===== config.mk =====
export PLATFORM = sky130hd
export DESIGN_NAME = attribute_palette_port
export DESIGN_NICKNAME = d
export VERILOG_FILES = /design/src/attr_pkg.sv /design/src/attribute_palette_port.sv /design/src/text_attr_decode.sv /design/src/palette_translate.sv
export SDC_FILE = /design/constraint.sdc
export NUM_CORES = 1
export LEC_CHECK = 0
export BUFFER_PORTS_ARGS = -buffer_cell sky130_fd_sc_hd__buf_2
export CAP_MARGIN = 5
export CORE_MARGIN = 5
export CORE_UTILIZATION = 60
export DETAILED_ROUTE_END_ITERATION = 10
export PLACE_DENSITY = 0.81
export SYNTH_ARGS = -nofsm -noshare
export SYNTH_HDL_FRONTEND = slang
export SYNTH_SLANG_ARGS = --single-unit
export TNS_END_PERCENT = 30

===== constraint.sdc =====
create_clock -name mclk -period 3.9 [get_ports mclk]
set_input_delay 0.585 -clock mclk [delete_from_list [all_inputs] [get_ports mclk]]
set_output_delay 0.585 -clock mclk [all_outputs]
set_load 0.01 [all_outputs]

===== src/attr_pkg.sv =====
package attr_pkg;

   // ****************************************
   // Port addresses
   // ****************************************
   localparam logic [15:0] ADDR_SHARED     = 16'h03c0;
   localparam logic [15:0] ADDR_DATA_RD    = 16'h03c1;
   localparam logic [15:0] ADDR_STATUS_MON = 16'h03ba;
   localparam logic [15:0] ADDR_STATUS_COL = 16'h03da;

   // ****************************************
   // Register indices and fields
   // ****************************************
   localparam logic [4:0] IDX_PAL_LAST  = 5'h0f;
   localparam logic [4:0] IDX_MODE      = 5'h10;
   localparam logic [4:0] IDX_PANNING   = 5'h13;
   localparam logic [4:0] IDX_COLOUR    = 5'h14;
   localparam int         PAL_ENTRIES   = 16;
   localparam int         VIDEO_EN_BIT  = 5;
   localparam int         MODE_P54_BIT  = 7;
   localparam int         MODE_WIDE_BIT = 6;
   localparam int         MODE_PAN_BIT  = 5;
   localparam int         MODE_BLINK_BIT = 3;
   localparam int         MODE_LINE_BIT = 2;
   localparam int         MODE_MONO_BIT = 1;
   localparam int         MODE_GFX_BIT  = 0;
   localparam logic [7:0] MODE_WMASK    = 8'hef;
   localparam logic [7:0] LINE_CODE_LO  = 8'hb0;
   localparam logic [7:0] LINE_CODE_HI  = 8'hdf;

   // ****************************************
   // Reset values
   // ****************************************
   localparam logic [5:0] RST_INDEX  = 6'h00;
   localparam logic [5:0] RST_PAL    = 6'h00;
   localparam logic [7:0] RST_MODE   = 8'h00;
   localparam logic [3:0] RST_PAN    = 4'h0;
   localparam logic [3:0] RST_COLOUR = 4'h0;

   typedef enum logic [1:0] {
      TGL_INDEX = 2'b01,
      TGL_DATA  = 2'b10
   } toggle_t;

endpackage


===== src/attribute_palette_port.sv =====
`timescale 1ns/1ps
// Summary of operation
// - One shared port address loads index or data, chosen by a toggle.
// - Data-read port returns the currently indexed register.
// - Each shared-port write flips the toggle; host writes index, then data.
// - Reading input status one at the mono or colour address chosen by misc_colour_emul resets the toggle.
// - Reading the data-read port leaves the toggle alone.
// - Index bits 4:0 select register 00h-14h; bits 7:6 read zero.
// - Video enable clear forces colour index zero; timing continues.
// - Palette entries reachable by host only while video enable is clear.
// - Sixteen six-bit palette entries form low colour bits; top bits read zero.
// - Outside mode bit 6 pairing, colour index bits 7:6 come from colour select bits 3:2.
// - Outside mode bit 6 pairing, mode bit 7 takes colour bits 5:4 from colour select 1:0.
// - Mode bit 6 pairs two nibbles into one byte every second dot.
// - Mode bit 5 limits panning to the upper split-screen region.
// - Mode bit 3 selects blinking or background intensity from attribute bit 7.
// - Mode bit 2 copies eighth pixel into ninth for codes B0h-DFh.
// - Mode bit 1 interprets text attributes for a monochrome display.
// - Mode bit 0 selects graphics or text; software keeps it consistent.
module attribute_palette_port (
   input  wire logic        mclk,
   input  wire logic        sys_rst,
   input  wire logic [15:0] io_addr,
   input  wire logic        io_rd,
   input  wire logic        io_wr,
   input  wire logic  [7:0] io_wdata,
   input  wire logic        misc_colour_emul,
   input  wire logic        pix_valid,
   input  wire logic  [3:0] pix_nibble,
   input  wire logic  [7:0] text_attr,
   input  wire logic  [7:0] text_code,
   input  wire logic        text_fg,
   input  wire logic        text_ninth,
   input  wire logic        blink_phase,
   input  wire logic        lower_region,
   output logic       [7:0] io_rdata,
   output logic             io_rdata_valid,
   output logic       [7:0] colour_index,
   output logic             colour_valid,
   output logic       [3:0] pan_shift
);
   // ****************************************
   // State
   // ****************************************
   attr_pkg::toggle_t toggle;
   attr_pkg::toggle_t next_toggle;
   logic       [4:0] index_sel;
   logic             video_en;
   logic [15:0][5:0] pal;
   logic       [7:0] mode;
   logic       [3:0] pixel_panning;
   logic       [3:0] colour_select;
   logic             last_fg;
   logic             pair_half;
   logic       [3:0] pair_hi;

   // ****************************************
   // Port decode
   // ****************************************
   wire [15:0] status_addr = misc_colour_emul ? attr_pkg::ADDR_STATUS_COL
                                              : attr_pkg::ADDR_STATUS_MON;
   wire sel_shared  = (io_addr == attr_pkg::ADDR_SHARED);
   wire sel_read    = (io_addr == attr_pkg::ADDR_DATA_RD);
   wire status_rd   = io_rd && (io_addr == status_addr);
   wire shared_wr   = io_wr && sel_shared;
   wire wr_index    = shared_wr && (toggle == attr_pkg::TGL_INDEX);
   wire wr_data     = shared_wr && (toggle == attr_pkg::TGL_DATA);
   wire pal_open    = !video_en;
   wire idx_is_pal  = (index_sel <= attr_pkg::IDX_PAL_LAST);
   wire wr_mode     = wr_data && (index_sel == attr_pkg::IDX_MODE);
   wire wr_pan      = wr_data && (index_sel == attr_pkg::IDX_PANNING);
   wire wr_colour   = wr_data && (index_sel == attr_pkg::IDX_COLOUR);
   wire [5:0] index_word = {video_en, index_sel};

   always_comb begin
      next_toggle = toggle;
      if (status_rd) begin
         next_toggle = attr_pkg::TGL_INDEX;
      end else if (shared_wr) begin
         next_toggle = (toggle == attr_pkg::TGL_INDEX) ? attr_pkg::TGL_DATA
                                                       : attr_pkg::TGL_INDEX;
      end
   end

   // ****************************************
   // Read data selection
   // ****************************************
   logic [7:0] indexed_value;
   always_comb begin
      indexed_value = 8'h00;
      if (idx_is_pal) begin
         // Locked palette answers zero rather than stale data
         indexed_value = pal_open ? {2'h0, pal[index_sel[3:0]]} : 8'h00;
      end else if (index_sel == attr_pkg::IDX_MODE) begin
         indexed_value = mode;
      end else if (index_sel == attr_pkg::IDX_PANNING) begin
         indexed_value = {4'h0, pixel_panning};
      end else if (index_sel == attr_pkg::IDX_COLOUR) begin
         indexed_value = {4'h0, colour_select};
      end
   end
   wire [7:0] rd_value = sel_shared ? {2'h0, index_word} : indexed_value;
   wire       rd_hit   = io_rd && (sel_shared || sel_read);

   // ****************************************
   // Register file
   // ****************************************
   always_ff @(posedge mclk) begin
      if (sys_rst) begin
         toggle <= attr_pkg::TGL_INDEX;
      end else begin
         toggle <= next_toggle;
      end
   end

   always_ff @(posedge mclk) begin
      if (sys_rst) begin
         {video_en, index_sel} <= attr_pkg::RST_INDEX;
      end else if (wr_index) begin
         {video_en, index_sel} <= io_wdata[attr_pkg::VIDEO_EN_BIT:0];
      end
   end

   genvar g;
   generate
      for (g = 0; g < attr_pkg::PAL_ENTRIES; g++) begin : g_pal
         wire hit = wr_data && pal_open && idx_is_pal && (index_sel[3:0] == 4'(g));
         always_ff @(posedge mclk) begin
            if (sys_rst) begin
               pal[g] <= attr_pkg::RST_PAL;
            end else if (hit) begin
               pal[g] <= io_wdata[5:0];
            end
         end
      end
   endgenerate

   always_ff @(posedge mclk) begin
      if (sys_rst) begin
         mode          <= attr_pkg::RST_MODE;
         pixel_panning <= attr_pkg::RST_PAN;
         colour_select <= attr_pkg::RST_COLOUR;
      end else begin
         if (wr_mode) begin
            mode <= io_wdata & attr_pkg::MODE_WMASK;
         end
         if (wr_pan) begin
            pixel_panning <= io_wdata[3:0];
         end
         if (wr_colour) begin
            colour_select <= io_wdata[3:0];
         end
      end
   end

   always_ff @(posedge mclk) begin
      if (sys_rst) begin
         io_rdata       <= 8'h00;
         io_rdata_valid <= 1'b0;
      end else begin
         io_rdata       <= rd_hit ? rd_value : io_rdata;
         io_rdata_valid <= rd_hit;
      end
   end

   // ****************************************
   // Pixel path
   // ****************************************
   logic [3:0] nibble;
   logic [7:0] translated;

   text_attr_decode u_text (
      .mode        (mode),
      .pix_nibble  (pix_nibble),
      .text_attr   (text_attr),
      .text_code   (text_code),
      .text_fg     (text_fg),
      .text_ninth  (text_ninth),
      .last_fg     (last_fg),
      .blink_phase (blink_phase),
      .nibble      (nibble)
   );

   palette_translate u_pal (
      .pal          (pal),
      .nibble       (nibble),
      .colour_sel   (colour_select),
      .p54_from_sel (mode[attr_pkg::MODE_P54_BIT]),
      .colour       (translated)
   );

   wire wide     = mode[attr_pkg::MODE_WIDE_BIT];
   wire pair_out = pix_valid && wide && pair_half;
   wire narrow   = pix_valid && !wide;
   // Blanking still emits a pixel per dot, or per nibble pair under mode bit 6, so timing is untouched
   wire [7:0] narrow_val = video_en ? translated : 8'h00;
   wire [7:0] wide_val   = video_en ? {pair_hi, pix_nibble} : 8'h00;
   wire [3:0] next_pan   = (mode[attr_pkg::MODE_PAN_BIT] && lower_region) ? 4'h0
                                                                          : pixel_panning;

   always_ff @(posedge mclk) begin
      if (sys_rst) begin
         last_fg      <= 1'b0;
         pair_half    <= 1'b0;
         pair_hi      <= 4'h0;
         colour_index <= 8'h00;
         colour_valid <= 1'b0;
         pan_shift    <= 4'h0;
      end else begin
         if (pix_valid && !text_ninth) begin
            last_fg <= text_fg;
         end
         if (pix_valid && wide && !pair_half) begin
            pair_hi <= pix_nibble;
         end
         pair_half    <= (pix_valid && wide) ? !pair_half : (wide && pair_half);
         colour_valid <= narrow || pair_out;
         colour_index <= narrow ? narrow_val : (pair_out ? wide_val : colour_index);
         pan_shift    <= next_pan;
      end
   end

   // ****************************************
   // Text and graphics decode checks
   // ****************************************
   // Nibble is combinational, so these compare in the same cycle
   wire m_gfx   = mode[attr_pkg::MODE_GFX_BIT];
   wire m_mono  = mode[attr_pkg::MODE_MONO_BIT];
   wire m_blink = mode[attr_pkg::MODE_BLINK_BIT];
   wire m_line  = mode[attr_pkg::MODE_LINE_BIT];
endmodule // attribute_palette_port


===== src/text_attr_decode.sv =====
`timescale 1ns/1ps
module text_attr_decode (
   input  wire logic [7:0] mode,
   input  wire logic [3:0] pix_nibble,
   input  wire logic [7:0] text_attr,
   input  wire logic [7:0] text_code,
   input  wire logic       text_fg,
   input  wire logic       text_ninth,
   input  wire logic       last_fg,
   input  wire logic       blink_phase,
   output logic      [3:0] nibble
);
   wire       gfx      = mode[attr_pkg::MODE_GFX_BIT];
   wire       blink_en = mode[attr_pkg::MODE_BLINK_BIT];
   wire       mono     = mode[attr_pkg::MODE_MONO_BIT];
   wire       line_chr = (text_code >= attr_pkg::LINE_CODE_LO)
                       && (text_code <= attr_pkg::LINE_CODE_HI);
   // Ninth column copies the eighth only for line-drawing codes
   wire       fg_eff   = text_ninth ? (mode[attr_pkg::MODE_LINE_BIT] && line_chr && last_fg)
                                    : text_fg;
   // Attribute bit 7 is either blink or background intensity
   wire       blink_hit = blink_en && text_attr[7] && blink_phase;
   wire [3:0] bg_col   = {blink_en ? 1'b0 : text_attr[7], text_attr[6:4]};
   wire [3:0] fg_col   = text_attr[3:0];
   wire [3:0] bg_mono  = (text_attr[6:4] != 3'h0) ? {bg_col[3], 3'h7} : 4'h0;
   wire [3:0] fg_mono  = (fg_col[2:0] != 3'h0) ? {fg_col[3], 3'h7} : 4'h0;
   wire [3:0] fg_sel   = mono ? fg_mono : fg_col;
   wire [3:0] bg_sel   = mono ? bg_mono : bg_col;
   wire [3:0] text_nib = (fg_eff && !blink_hit) ? fg_sel : bg_sel;
   // Graphics blinking clears the intensity plane during the blink phase
   wire [3:0] gfx_nib  = {pix_nibble[3] & ~(blink_en & blink_phase), pix_nibble[2:0]};

   assign nibble = gfx ? gfx_nib : text_nib;
endmodule // text_attr_decode


===== src/palette_translate.sv =====
`timescale 1ns/1ps
module palette_translate (
   input  wire logic [15:0][5:0] pal,
   input  wire logic       [3:0] nibble,
   input  wire logic       [3:0] colour_sel,
   input  wire logic             p54_from_sel,
   output logic            [7:0] colour
);
   wire [5:0] entry = pal[nibble];
   wire [1:0] p54   = p54_from_sel ? colour_sel[1:0] : entry[5:4];

   assign colour = {colour_sel[3:2], p54, entry[3:0]};
endmodule // palette_translate


=== Word level (Yosys, flattened, before mapping) ===
Cells that the tools add are included.

* Bitwise operators: 3
* Eq/ne operators: 23
* Magnitude comparators: 5
* Divide/modulo/power cells: 0
* Shifts and indexed selects: 0
* Reduce and logical (&&, ||, !) cells: 52
* Add/subtract/negate cells: 0
* Multipliers: 0
* Multiplexer cells: 26

{| class="wikitable"
|+ Operators with widths
! operator !! count
|-
| 2-to-1 mux 8 bit || 7
|-
| binary-select mux 6 bit (select 4 bit) || 2
|-
| logical AND 1 bit || 39
|-
| equality test 16 x 10 -> 1 bit (second input constant) || 2
|-
| equality test 4 bit (second input constant) || 8
|-
| 2-to-1 mux 4 bit || 8
|-
| 2-to-1 mux 6 bit || 3
|-
| equality test 16 x 10 -> 1 bit || 1
|-
| equality test 4 x 3 -> 1 bit (second input constant) || 4
|-
| equality test 5 bit (second input constant) || 3
|-
| less-than comparator 4 x 5 -> 1 bit (second input constant) || 2
|-
| equality test 4 x 2 -> 1 bit (second input constant) || 2
|-
| greater-or-equal comparator 8 bit (second input constant) || 1
|-
| <= comparator 8 bit (second input constant) || 1
|-
| 2-to-1 mux 7 bit || 1
|-
| nonzero test 3 bit || 2
|-
| <= comparator 5 x 4 -> 1 bit (second input constant) || 1
|-
| zero test 1 bit || 5
|-
| equality test 4 x 1 -> 1 bit (second input constant) || 1
|-
| zero test 4 bit || 1
|-
| 2-to-1 mux 2 bit || 2
|-
| OR reduction 2 bit || 2
|-
| 2-to-1 mux 1 bit || 3
|-
| AND 1 bit || 2
|-
| other kinds (5) || 6
|}

* Output and inout port bits: 22
* Input bits: 54
* ROM bits: 0
* Bits in latches: 0
* Memory bits (writable): 0
* Memories kept: 0
* Word-level logic and storage cells: 139
* Flip-flop bits (word level): 147

=== Logic depth before layout (Yosys ltp) ===
Gate-level depths: netlist (run 1).

* Word-level depth: 13
* Gate-level depth with buffers: 11
* Depth with buffers taken out: 8

=== By module ===
From an unflattened synthesis (run 1), not the netlist that was laid out.

* Cells, all modules: 763
* Area, all modules: 8091.5 um2

{| class="wikitable"
|+ Modules (own cells, without submodules)
! module !! area each (um2) !! instances !! cells each !! sequential area each (um2)
|-
| attribute_palette_port || 6959.2 || 1 || 676 || 2942.8
|-
| palette_translate || 853.3 || 1 || 48 || 0.0
|-
| text_attr_decode || 279.0 || 1 || 39 || 0.0
|}

=== Least setup slack after synthesis (run 1) ===
Ideal clock, no wire load.

* Path kind: input -> register
* From: input io_addr[11]
* To: register pal[48] in the netlist's numbering
* Slack: 0.899 ns
* Buffers on the path: 0
* Cell stages on the path: 8
* Library setup time: 0.128 ns
* Data arrival time: 2.874 ns
* Required time: 3.772 ns
* Cell sequence: or4_1 or4_1 or3_4 nor2_8 nand4_4 nor3_4 mux2i_1 nor2_1

* Word-level cells in the longest chain between the ends: 6

{| class="wikitable"
|+ Ends and longest elaborated chain
! element !! RTL line !! RTL
|-
| start: declaration || attribute_palette_port.sv:23 || <nowiki>input wire logic [15:0] io_addr,</nowiki>
|-
| equality test 16 x 10 -> 1 bit || attribute_palette_port.sv:62 || <nowiki>wire sel_shared = (io_addr == attr_pkg::ADDR_SHARED);</nowiki>
|-
| logical AND 1 bit || attribute_palette_port.sv:65 || <nowiki>wire shared_wr = io_wr && sel_shared;</nowiki>
|-
| logical AND 1 bit || attribute_palette_port.sv:67 || <nowiki>wire wr_data = shared_wr && (toggle == attr_pkg::TGL_DATA);</nowiki>
|-
| logical AND 1 bit (3 in a row) || attribute_palette_port.sv:127 || <nowiki>wire hit = wr_data && pal_open && idx_is_pal && (index_sel[3:0] == 4'(g));</nowiki>
|-
| end signal: indexed assignment || attribute_palette_port.sv:130 || <nowiki>pal[g] <= attr_pkg::RST_PAL;</nowiki>
|-
| end signal: indexed assignment || attribute_palette_port.sv:132 || <nowiki>pal[g] <= io_wdata[5:0];</nowiki>
|-
| end: declaration || attribute_palette_port.sv:49 || <nowiki>logic [15:0][5:0] pal;</nowiki>
|}

No other way between the ends.
A chain may end at the register's enable or synchronous reset.

=== Worst setup path after layout (run 1) ===
* From: input io_addr[11]
* To: register pal[26] in the netlist's numbering

The elaborated chain is that of the path after synthesis.

==> results of run 1 <==
worst paths after layout:
check                  startpoint         endpoint  slack (ns)  cells past startpoint
setup / recovery      io_addr[11]          pal[26]        0.66                      9
setup reg to reg          mode[0]  colour_index[4]        0.95                      9
hold reg to reg   colour_index[6]  colour_index[6]        0.46                      2
hold / removal            sys_rst     colour_valid        0.40                      2
logic make-up after synthesis:
logic type,Yosys count,share of synthesized area (%)
AND/OR/NAND/NOR,394,23.7
AO/OA/AOI/OAI,176,13.6
multiplexers,122,20.7
flip-flops,147,38.0
buffers and inverters,77,3.92
XOR/XNOR,1,0.113
placed cells by master, fill, tap and decap left out, drive strengths merged, types with 3 or more instances in the layout:
cell	Yosys	layout
nand4	8	8
clkbuf	51	22
a32oi	4	4
nand3	65	65
mux2	6	6
or2	3	3
o221ai	3	3
nor3	11	11
nor3b	3	3
and3	6	6
clkinv	0	3
or4	3	3
nand2b	4	4
dfxtp	147	147
a221oi	3	3
mux4	30	30
a22oi	5	5
nand3b	3	3
o2111ai	5	5
mux2i	86	86
o21a	3	3
nor4	3	3
a31oi	4	4
o211ai	6	6
inv	10	10
buf	16	91
o21ai	19	19
nand2	173	173
nor2b	10	10
and4	4	4
nor2	85	85
a22o	7	7
a21oi	105	105
bufinv	0	3
and2	7	7
metrics by stage:
step | worst slack, ns | area (sq um) | utilization (%) | std cells
4_1_cts | 0.727 | 8800 | 69.7 | 1141
3_5_place_dp | 0.331 | 8220 | 65.1 | 1113
5_1_grt | 0.544 | 8800 | 69.7 | 1141
2_1_floorplan | 0.899 | 7750 | - | 917
3_3_place_gp | 0.349 | 8220 | 65.1 | 1113
6_report | 0.661 | 8800 | 69.7 | 1141
power breakdown:
part	internal [mW]	total, mW	switching (mW)
logic	0.0714	0.212	0.141
registers	1.50	1.50	0.000411
clock network	1.04	1.63	0.596
state kept, by name, summed over array words and instances, names as in the netlist:
signal,flops
colour_index,8
colour_select,4
colour_valid,1
index_sel,5
io_rdata,8
io_rdata_valid,1
last_fg,1
mode,7
pair_half,1
pair_hi,4
pal,96
pan_shift,4
pixel_panning,4
toggle,2
video_en,1
layer usage:
metal  vias up  share of wire, %
met5         -                 0
met4         0               4.4
met3        85                11
met2       438                46
met1      3462                40
li1       3370                 -
cell type report:
type / count / area (sq um)
Fill cell: 992 / 3820
Sequential cell: 147 / 2940
Multi-Input combinational cell: 693 / 4500
Inverter: 10 / 37.5
Clock inverter: 6 / 105
Clock buffer: 22 / 474
Timing Repair Buffer: 91 / 520
Tap cell: 172 / 215
==> summary.md, run 1 <==
| Metric | Value |
|---|---|
| Die Span Y | 124 um |
| Worst-Skew Late Latency | 0.43 ns |
| Final hold slack | 0.399 ns |
| Async set-reset flop share out of synthesis | 0% |
| Worst-path clk slew | 0.06 ns |
| Max-Cap Viols | 0 |
| Worst-Margin Slew | 0.911 ns |
| Leakage | 3.13 nW |
| DP Wirelength | 15700 um |
| I/O pins | 76 |
| Most Crowded Layer GR | met2 |
| Most common cell in the netlist | nand2_1 |
| Die Span X | 124 um |
| Largest net degree at the start of global routing | 87 |
| M1 GR Usage | 40.4% |
| Share of layout cells above drive strength 1 | 17.5% |
| # diodes | 0 |
| Crit share post-route | 83.0% |
| Global-route met3 utilization | 7.58% |
| Worst Hold Class | in2reg |
| Post-CTS setup buffer count | 0 |
| Critical Setup Path Class | in2reg |
| Placement Rows | 41 |
| CP Capture Type | register |
| Power Dens Cells | 381 nW/um^2 |
| Slew margin rel. | 39.2% |
| Initial antenna violation count | 0 |
| DRC violations left | 0 |
| Post-synthesis sequential area ratio | 38.0% |
| Number of clock sinks | 147 |
| I/O Buffers | 71 |
| CP Data Required Time | 4.17 ns |
| Yosys Warn Count | 0 |
| Top cell type's share of synthesized area | 38.0% |
| Crit path buf inv count | 1 |
| Vias in the first global route | 6739 |
| Largest cells by area after synthesis | dfxtp_1 38%, mux2i_1 11%, mux4_2 8.7%, nand2_1 8.4%, a21oi_1 6.8% |
| Drt initial violations | 1033 |
| Root buf cell | clkbuf_16 |
| Max Slew Vio Count | 0 |
| Routed vias/inst | 6.45 |
| Final Hold Fails | 0 |
| Synth area leader | dfxtp_1 |
| Min Tclk post-route | 3.24 ns |
| # setup viols final | 0 |
| CTS Hold Bufs | 0 |
| Global placement routability congestion | 0.943 |
| Initial core utilization | 61.4% |
| Final wirelength | 22900 um |
| Top FF cell, synth | dfxtp_1 |
| VDD IR max | 0.303 mV |
| Remaining antenna violation count after routing | 0 |
| Post-cts sizing count | 0 |
| Number of synthesized flops with an enable pin | 0 |
| Area Overhead vs Synth | 13.6% |
| CTS tree | done |
| Clock skew | 0.00619 ns |
| Setup_tns | 0 ns |
| Total clock buffers created by CTS | 17 |
| RSZ-0062 raised after global routing | false |
| Clock Path Buffers | 2 |
| Family with the most delay on the worst path | simple AND/OR/NAND/NOR gates |
| #FFs+latches synth | 147 |
| CP cell instances | buf_2 -> or4_1 -> or4_1 -> or3_4 -> nor2_8 -> and4_1 -> nand2_1 -> nand2_1 -> a21oi_1 |
| CP max FO | 17 |
| Synthesized cell area | 7750 sq um |
| Power Total | 3.35 mW |
| Synth Instances | 917 |
| Status | complete, no violations |
| Biggest cell delay along the critical path | 0.53 ns |
| CP max-delay cell | or4_1 |
| Post-synth top cells | 173 x nand2_1, 147 x dfxtp_1, 105 x a21oi_1 |
| Number of nets in the layout | 1014 |
| Fmax | 309 MHz |
| Core area | 12600 sq um |
| Overall Global Routing Usage | 30.4% |
| Vias | 7355 |
| Detailed Routing Iterations Pass 1 | 6 |
| M2 GR Usage | 46.2% |
| Avg Cell Area, Syn | 8.45 sq um |
| Post-synth cell types | 59 |
| Die area | 15300 sq um |
| Crit path launch type | input pin |
| Grt total ovfl | 0 |
| Syn_nets | 971 |
| Average routed wire per standard cell | 20.1 um |
| Data arrival, critical path | 3.51 ns |
| First-pass GRT wire length | 35600 um |
| H-Tree Depth | 4 |
(Power assumes the default switching activity.)
==> run 2: changes to the inputs <==
--- a/config.mk
+++ b/config.mk
@@ -8,9 +8,9 @@
 export BUFFER_PORTS_ARGS = -buffer_cell sky130_fd_sc_hd__buf_2
 export CAP_MARGIN = 5
 export CORE_MARGIN = 5
-export CORE_UTILIZATION = 60
+export CORE_UTILIZATION = 54
 export DETAILED_ROUTE_END_ITERATION = 10
-export PLACE_DENSITY = 0.81
+export PLACE_DENSITY = 0.77
 export SYNTH_ARGS = -nofsm -noshare
 export SYNTH_HDL_FRONTEND = slang
 export SYNTH_SLANG_ARGS = --single-unit
==> constraint.sdc (replaced) <==
create_clock -name mclk -period 2.6 [get_ports mclk]
set_input_delay 0.39 -clock mclk [delete_from_list [all_inputs] [get_ports mclk]]
set_output_delay 0.39 -clock mclk [all_outputs]
set_load 0.01 [all_outputs]
==> run 2 against run 1 <==
Net effect:
- sequential share of layout area is 2.4 points lower
- clock skew is 0.0034 ns higher
- final area increased by 7.9%
- clock power grew 69%
- non-clock buffer count rose by 56
- largest power group unchanged
- register-to-register slack worse by 0.86 ns
- largest cell class unchanged
- die area rose by 10%
- via count grew 3.6%
- combinational power up 70%
- core utilization is 1.9 points lower
- the flow now finishes with violations (setup timing)
==> summary.md, run 2 (synthesis results as in run 1) <==
| Metric | Value |
|---|---|
| Biggest cell delay along the critical path | 0.52 ns |
| CP max FO | 6 |
| Crit path buf inv count | 2 |
| Cells after DPL | 1177 |
| Worst Hold Class | in2reg |
| Initial core utilization | 55.4% |
| Top flop regs | pal (96), colour_index (8), io_rdata (8) |
| RSZ-0062 raised after global routing | true |
| Data arrival, critical path | 2.92 ns |
| CP cell instances | buf_6 -> or4_4 -> or4_4 -> or3_4 -> nor2_8 -> nand4_4 -> nor3_4 -> buf_6 -> mux2i_2 -> nor2_1 |
| Largest net degree at the start of global routing | 78 |
| Grt total ovfl | 0 |
| CP Data Required Time | 2.89 ns |
| Final wirelength | 24200 um |
| Final Cell Area | 9490 sq um |
| Fmax | 379 MHz |
| Die area | 16800 sq um |
| Die Span X | 130 um |
| I/O Buffers | 71 |
| Number of clock sinks | 147 |
| Average routed wire per standard cell | 20.0 um |
| Worst-Skew Late Latency | 0.44 ns |
| H-Tree Depth | 4 |
| Max Slew Vio Count | 0 |
| Worst-Margin Slew | 0.859 ns |
| Share of layout cells above drive strength 1 | 25.1% |
| Global placement routability congestion | 0.960 |
| Routed vias/inst | 6.31 |
| Final hold slack | 0.194 ns |
| Die Span Y | 130 um |
| Core area | 14000 sq um |
| # setup viols final | 1 |
| CP Capture Type | register |
| Number of nets in the layout | 1070 |
| Non-Filler Instances | 1208 |
| CTS tree | done |
| Worst-path clk slew | 0.06 ns |
| CP max-delay cell | or4_4 |
| Post-CTS setup buffer count | 0 |
| Setup_tns | -0.0377 ns |
| Overall Global Routing Usage | 29.1% |
| Final Hold Fails | 0 |
| Placed cell area | 8770 sq um |
| Area Overhead vs Synth | 22.5% |
| Most common cell after layout, fill and taps aside | nand2_1 |
| Initial antenna violation count | 0 |
| Remaining antenna violation count after routing | 0 |
| Slew margin rel. | 42.7% |
| VDD IR max | 0.663 mV |
| Vias in the first global route | 7287 |
| Root buf cell | clkbuf_16 |
| Critical Setup Path Class | in2reg |
| First-pass GRT wire length | 38200 um |
| Most frequent cells in the layout | 165 x nand2_1, 146 x dfxtp_1, 100 x a21oi_1 |
| Clock Path Buffers | 2 |
| Violated checks | setup timing |
| Max reg flops | 96 |
| Clock skew | 0.00960 ns |
| Crit path launch type | input pin |
| Status | finished, violations left |
| Min Tclk post-route | 2.64 ns |
| Top reg by flops | pal |
| Crit share post-route | 101% |
| I/O pins | 76 |
| Total clock buffers created by CTS | 17 |
| DRC violations left | 0 |
| CTS Hold Bufs | 0 |
| Vias | 7617 |
| Detailed Routing Iterations Pass 1 | 5 |
| Drt initial violations | 789 |
| Placement Rows | 43 |
| Max-Cap Viols | 0 |
| Power Total | 5.37 mW |
| Power Dens Cells | 566 nW/um^2 |
| Leakage | 3.49 nW |
| DP Wirelength | 16700 um |
| Family with the most delay on the worst path | simple AND/OR/NAND/NOR gates |
| Final Worst Setup Slack | -0.0377 ns |
| # diodes | 0 |
[run 2: report_power, final]
part	total [mW]	internal (mW)	switching [mW]	leakage, nW
Combinational	0.361	0.140	0.221	1.98
Clock	2.75	1.81	0.944	0.320
Sequential	2.25	2.25	0.000449	1.18
[run 2: tightest hold or removal path, stage by stage]
cell and delay [ns]:
buf_2 0.09, nand2_1 0.04, a21oi_1 0.05
[run 2: layer usage]
| layer | GRT usage, % | routed length (um) |
|---|---|---|
| met1 | 36.2 | 9740 |
| met2 | 45.5 | 11000 |
| met3 | 9.46 | 2330 |
| met4 | 14.8 | 1060 |
| met5 | 0 | 0 |
[run 2: repair_timing]
item                                    CTS  global route
endpoints found under the hold margin     0             0
resized for setup                         1            16
pin swaps                                 1            15
endpoints found under the setup margin    6            67
[run 2: final cells by class]
type | instances | area [sq um]
Sequential cell | 147 | 2940
Tap cell | 180 | 225
Clock buffer | 20 | 447
Timing Repair Buffer | 147 | 1000
Clock inverter | 11 | 208
Inverter | 10 | 37.5
Fill cell | 1102 | 4490
Multi-Input combinational cell | 693 | 4630
[run 2: final timing paths]
check,start,to,slack (ns),cells past startpoint
max reg2reg,mode[2],colour_index[2],0.09,10
min reg2reg,colour_index[6],colour_index[6],0.45,2
max,io_addr[11],pal[50],-0.04,10
min,io_wdata[6],mode[6],0.19,3
[run 2: through the flow]
step	setup slack (ns)	utilization [%]
2_1_floorplan	-0.206	-
3_3_place_gp	-0.397	62.7
3_5_place_dp	-0.429	62.7
4_1_cts	-0.0188	67.4
5_1_grt	-0.101	67.9
6_report	-0.0377	67.9
==> run 3: changes to the inputs <==
--- a/config.mk
+++ b/config.mk
@@ -10,7 +10,9 @@
 export CORE_MARGIN = 5
 export CORE_UTILIZATION = 54
 export DETAILED_ROUTE_END_ITERATION = 10
-export PLACE_DENSITY = 0.77
+export HOLD_SLACK_MARGIN = 0.06
+export PLACE_DENSITY_LB_ADDON = 0.05
+export SKIP_CTS_REPAIR_TIMING = 1
 export SYNTH_ARGS = -nofsm -noshare
 export SYNTH_HDL_FRONTEND = slang
 export SYNTH_SLANG_ARGS = --single-unit
==> run 3 against run 2 <==
Net effect:
- the flow still finishes with violations (setup timing)
- register-to-register slack about the same
- global-route usage is 0.062 points lower
- highest routed layer unchanged
- final cell count shrank 0.91%
==> summary.md, run 3 (synthesis results as in run 1) <==
| Metric | Value |
|---|---|
| Status | finished, violations left |
| Violated checks | setup timing |
| Remaining antenna violation count after routing | 0 |
| Fmax | 373 MHz |
| Worst-Skew Late Latency | 0.43 ns |
| Top flop regs | pal (96), colour_index (8), io_rdata (8) |
| Initial antenna violation count | 0 |
| I/O Buffers | 71 |
| Data arrival, critical path | 2.96 ns |
| CP max-delay cell | or4_4 |
| Grt total ovfl | 0 |
| Max-Cap Viols | 0 |
| CTS tree | done |
| Crit path launch type | input pin |
| Routed vias/inst | 6.29 |
| Detailed Routing Iterations Pass 1 | 5 |
| Worst Hold Class | in2reg |
| Top reg by flops | pal |
| Most frequent cells in the layout | 166 x nand2_1, 145 x dfxtp_1, 105 x a21oi_1 |
| Global placement routability congestion | 0.936 |
| CP Data Required Time | 2.88 ns |
| CP max FO | 6 |
| Power Dens Cells | 549 nW/um^2 |
| # setup viols final | 35 |
| Die area | 16800 sq um |
| CP most frequent cell | or4_4 |
| Drt initial violations | 910 |
| Max reg flops | 96 |
| Number of clock sinks | 147 |
| Share of layout cells above drive strength 1 | 23.8% |
| Combinational power share | 6.9% |
| Root buf cell | clkbuf_16 |
| Placement Rows | 43 |
| Clock share of power | 49.4% |
| Sw power | 1.21 mW |
| Number of nets in the layout | 1057 |
| Die Span Y | 130 um |
| Final wirelength | 24500 um |
| Biggest cell delay along the critical path | 0.53 ns |
| Worst-Margin Slew | 0.884 ns |
| Cell depth of the worst setup path | 10 |
| Slew margin rel. | 41.1% |
| Total clock buffers created by CTS | 17 |
| Core area | 14000 sq um |
| DRC violations left | 0 |
| Crit share post-route | 103% |
| H-Tree Depth | 4 |
| Die Span X | 130 um |
| Family with the most delay on the worst path | simple AND/OR/NAND/NOR gates |
| Critical Setup Path Class | in2reg |
| Crit path buf inv count | 2 |
| CP cell instances | buf_6 -> or4_4 -> or4_4 -> or3_4 -> nor2_8 -> nand4_4 -> buf_12 -> nor2_4 -> mux2i_1 -> nor2_1 |
| Area Overhead vs Synth | 21.3% |
| First-pass GRT wire length | 38000 um |
| Non-Filler Instances | 1197 |
| Placed cell area | 8720 sq um |
| RSZ-0062 raised after global routing | true |
| DP Wirelength | 17400 um |
| VDD IR max | 0.522 mV |
| Final Worst Setup Slack | -0.0815 ns |
| Worst-path clk slew | 0.06 ns |
| Clock Path Buffers | 2 |
| I/O pins | 76 |
| Final Cell Area | 9400 sq um |
| Power Total | 5.16 mW |
| Hold path depth | 2 |
| Int Power | 3.95 mW |
| Initial core utilization | 55.4% |
| Clock skew | 0.00797 ns |
| FF-to-FF path depth | 11 |
| Sequential power share | 43.7% |
| Final Hold Fails | 0 |
| Vias in the first global route | 7167 |
| Largest net degree at the start of global routing | 86 |
| Vias | 7524 |
| Worst slack at placement | -0.525 ns |
| Average routed wire per standard cell | 20.5 um |
| CP Capture Type | register |
| Sw frac | 23.4% |
| Min Tclk post-route | 2.68 ns |
| Cells after DPL | 1162 |
| Overall Global Routing Usage | 29.0% |
| Most common cell after layout, fill and taps aside | nand2_1 |
| Max Slew Vio Count | 0 |
| Leakage | 3.43 nW |
[run 3: cell types whose count changed in the layout (fill, tap and decap cells not counted), sizes merged]
cell / delta
inv: +2
bufinv: -3
buf: -13
diode: +1
clkinvlp: +2
[run 3: worst reg2reg max path: stages (launching register included)]
cell and delay [ns]:
dfxtp_2 0.36, nand3_1 0.10, a211oi_1 0.27, buf_4 0.19
nand3_1 0.13, nand2_2 0.12, buf_12 0.18, buf_12 0.17
mux2i_1 0.21, mux2i_1 0.16, a32oi_1 0.35, nand4_1 0.14
[run 3: area by class of cell]
class | count | area, sq um
timing repair buffer | 134 | 966
clock buffer | 20 | 457
fill | 1117 | 4590
antenna | 1 | 2.50
inverter | 10 | 37.5
sequential | 147 | 2950
tap | 180 | 225
multi-input combinational | 693 | 4610
clock inverter | 12 | 154
[run 3: power groups by stage]
stage / logic [mW] / clock network (mW) / registers, mW
after global routing: 0.378 / 2.67 / 2.25
after detailed placement: 0.343 / 0 / 2.30
final: 0.355 / 2.55 / 2.25
after floorplan: 0.195 / 0 / 2.30
after global placement: 0.334 / 0 / 2.30
after CTS: 0.345 / 2.56 / 2.25
[run 3: stage by stage]
stage          hold WS [ns]  TNS [ns]  utilization (%)
2_1_floorplan         0.436     -6.32                -
3_3_place_gp          0.437    -39.09             62.3
3_5_place_dp          0.457    -40.59             62.3
4_1_cts               0.165    -0.886             66.7
5_1_grt               0.174     -2.41             67.1
6_report              0.186    -0.868             67.2
[run 3: routing by layer]
layer | vias to the layer above | GRT usage (%) | wire, um
met4 | 0 | 13.0 | 892
li1 | 3453 | - | -
met5 | - | 0 | 0
met3 | 66 | 7.16 | 2110
met2 | 400 | 47.3 | 11700
met1 | 3605 | 36.6 | 9860
[run 3: final timing paths]
kind	from	end	slack, ns
setup / recovery	io_addr[11]	pal[67]	-0.08
hold / removal	sys_rst	colour_valid	0.19
setup reg to reg	mode[2]	colour_index[1]	0.10
hold reg to reg	io_rdata[5]	io_rdata[5]	0.46
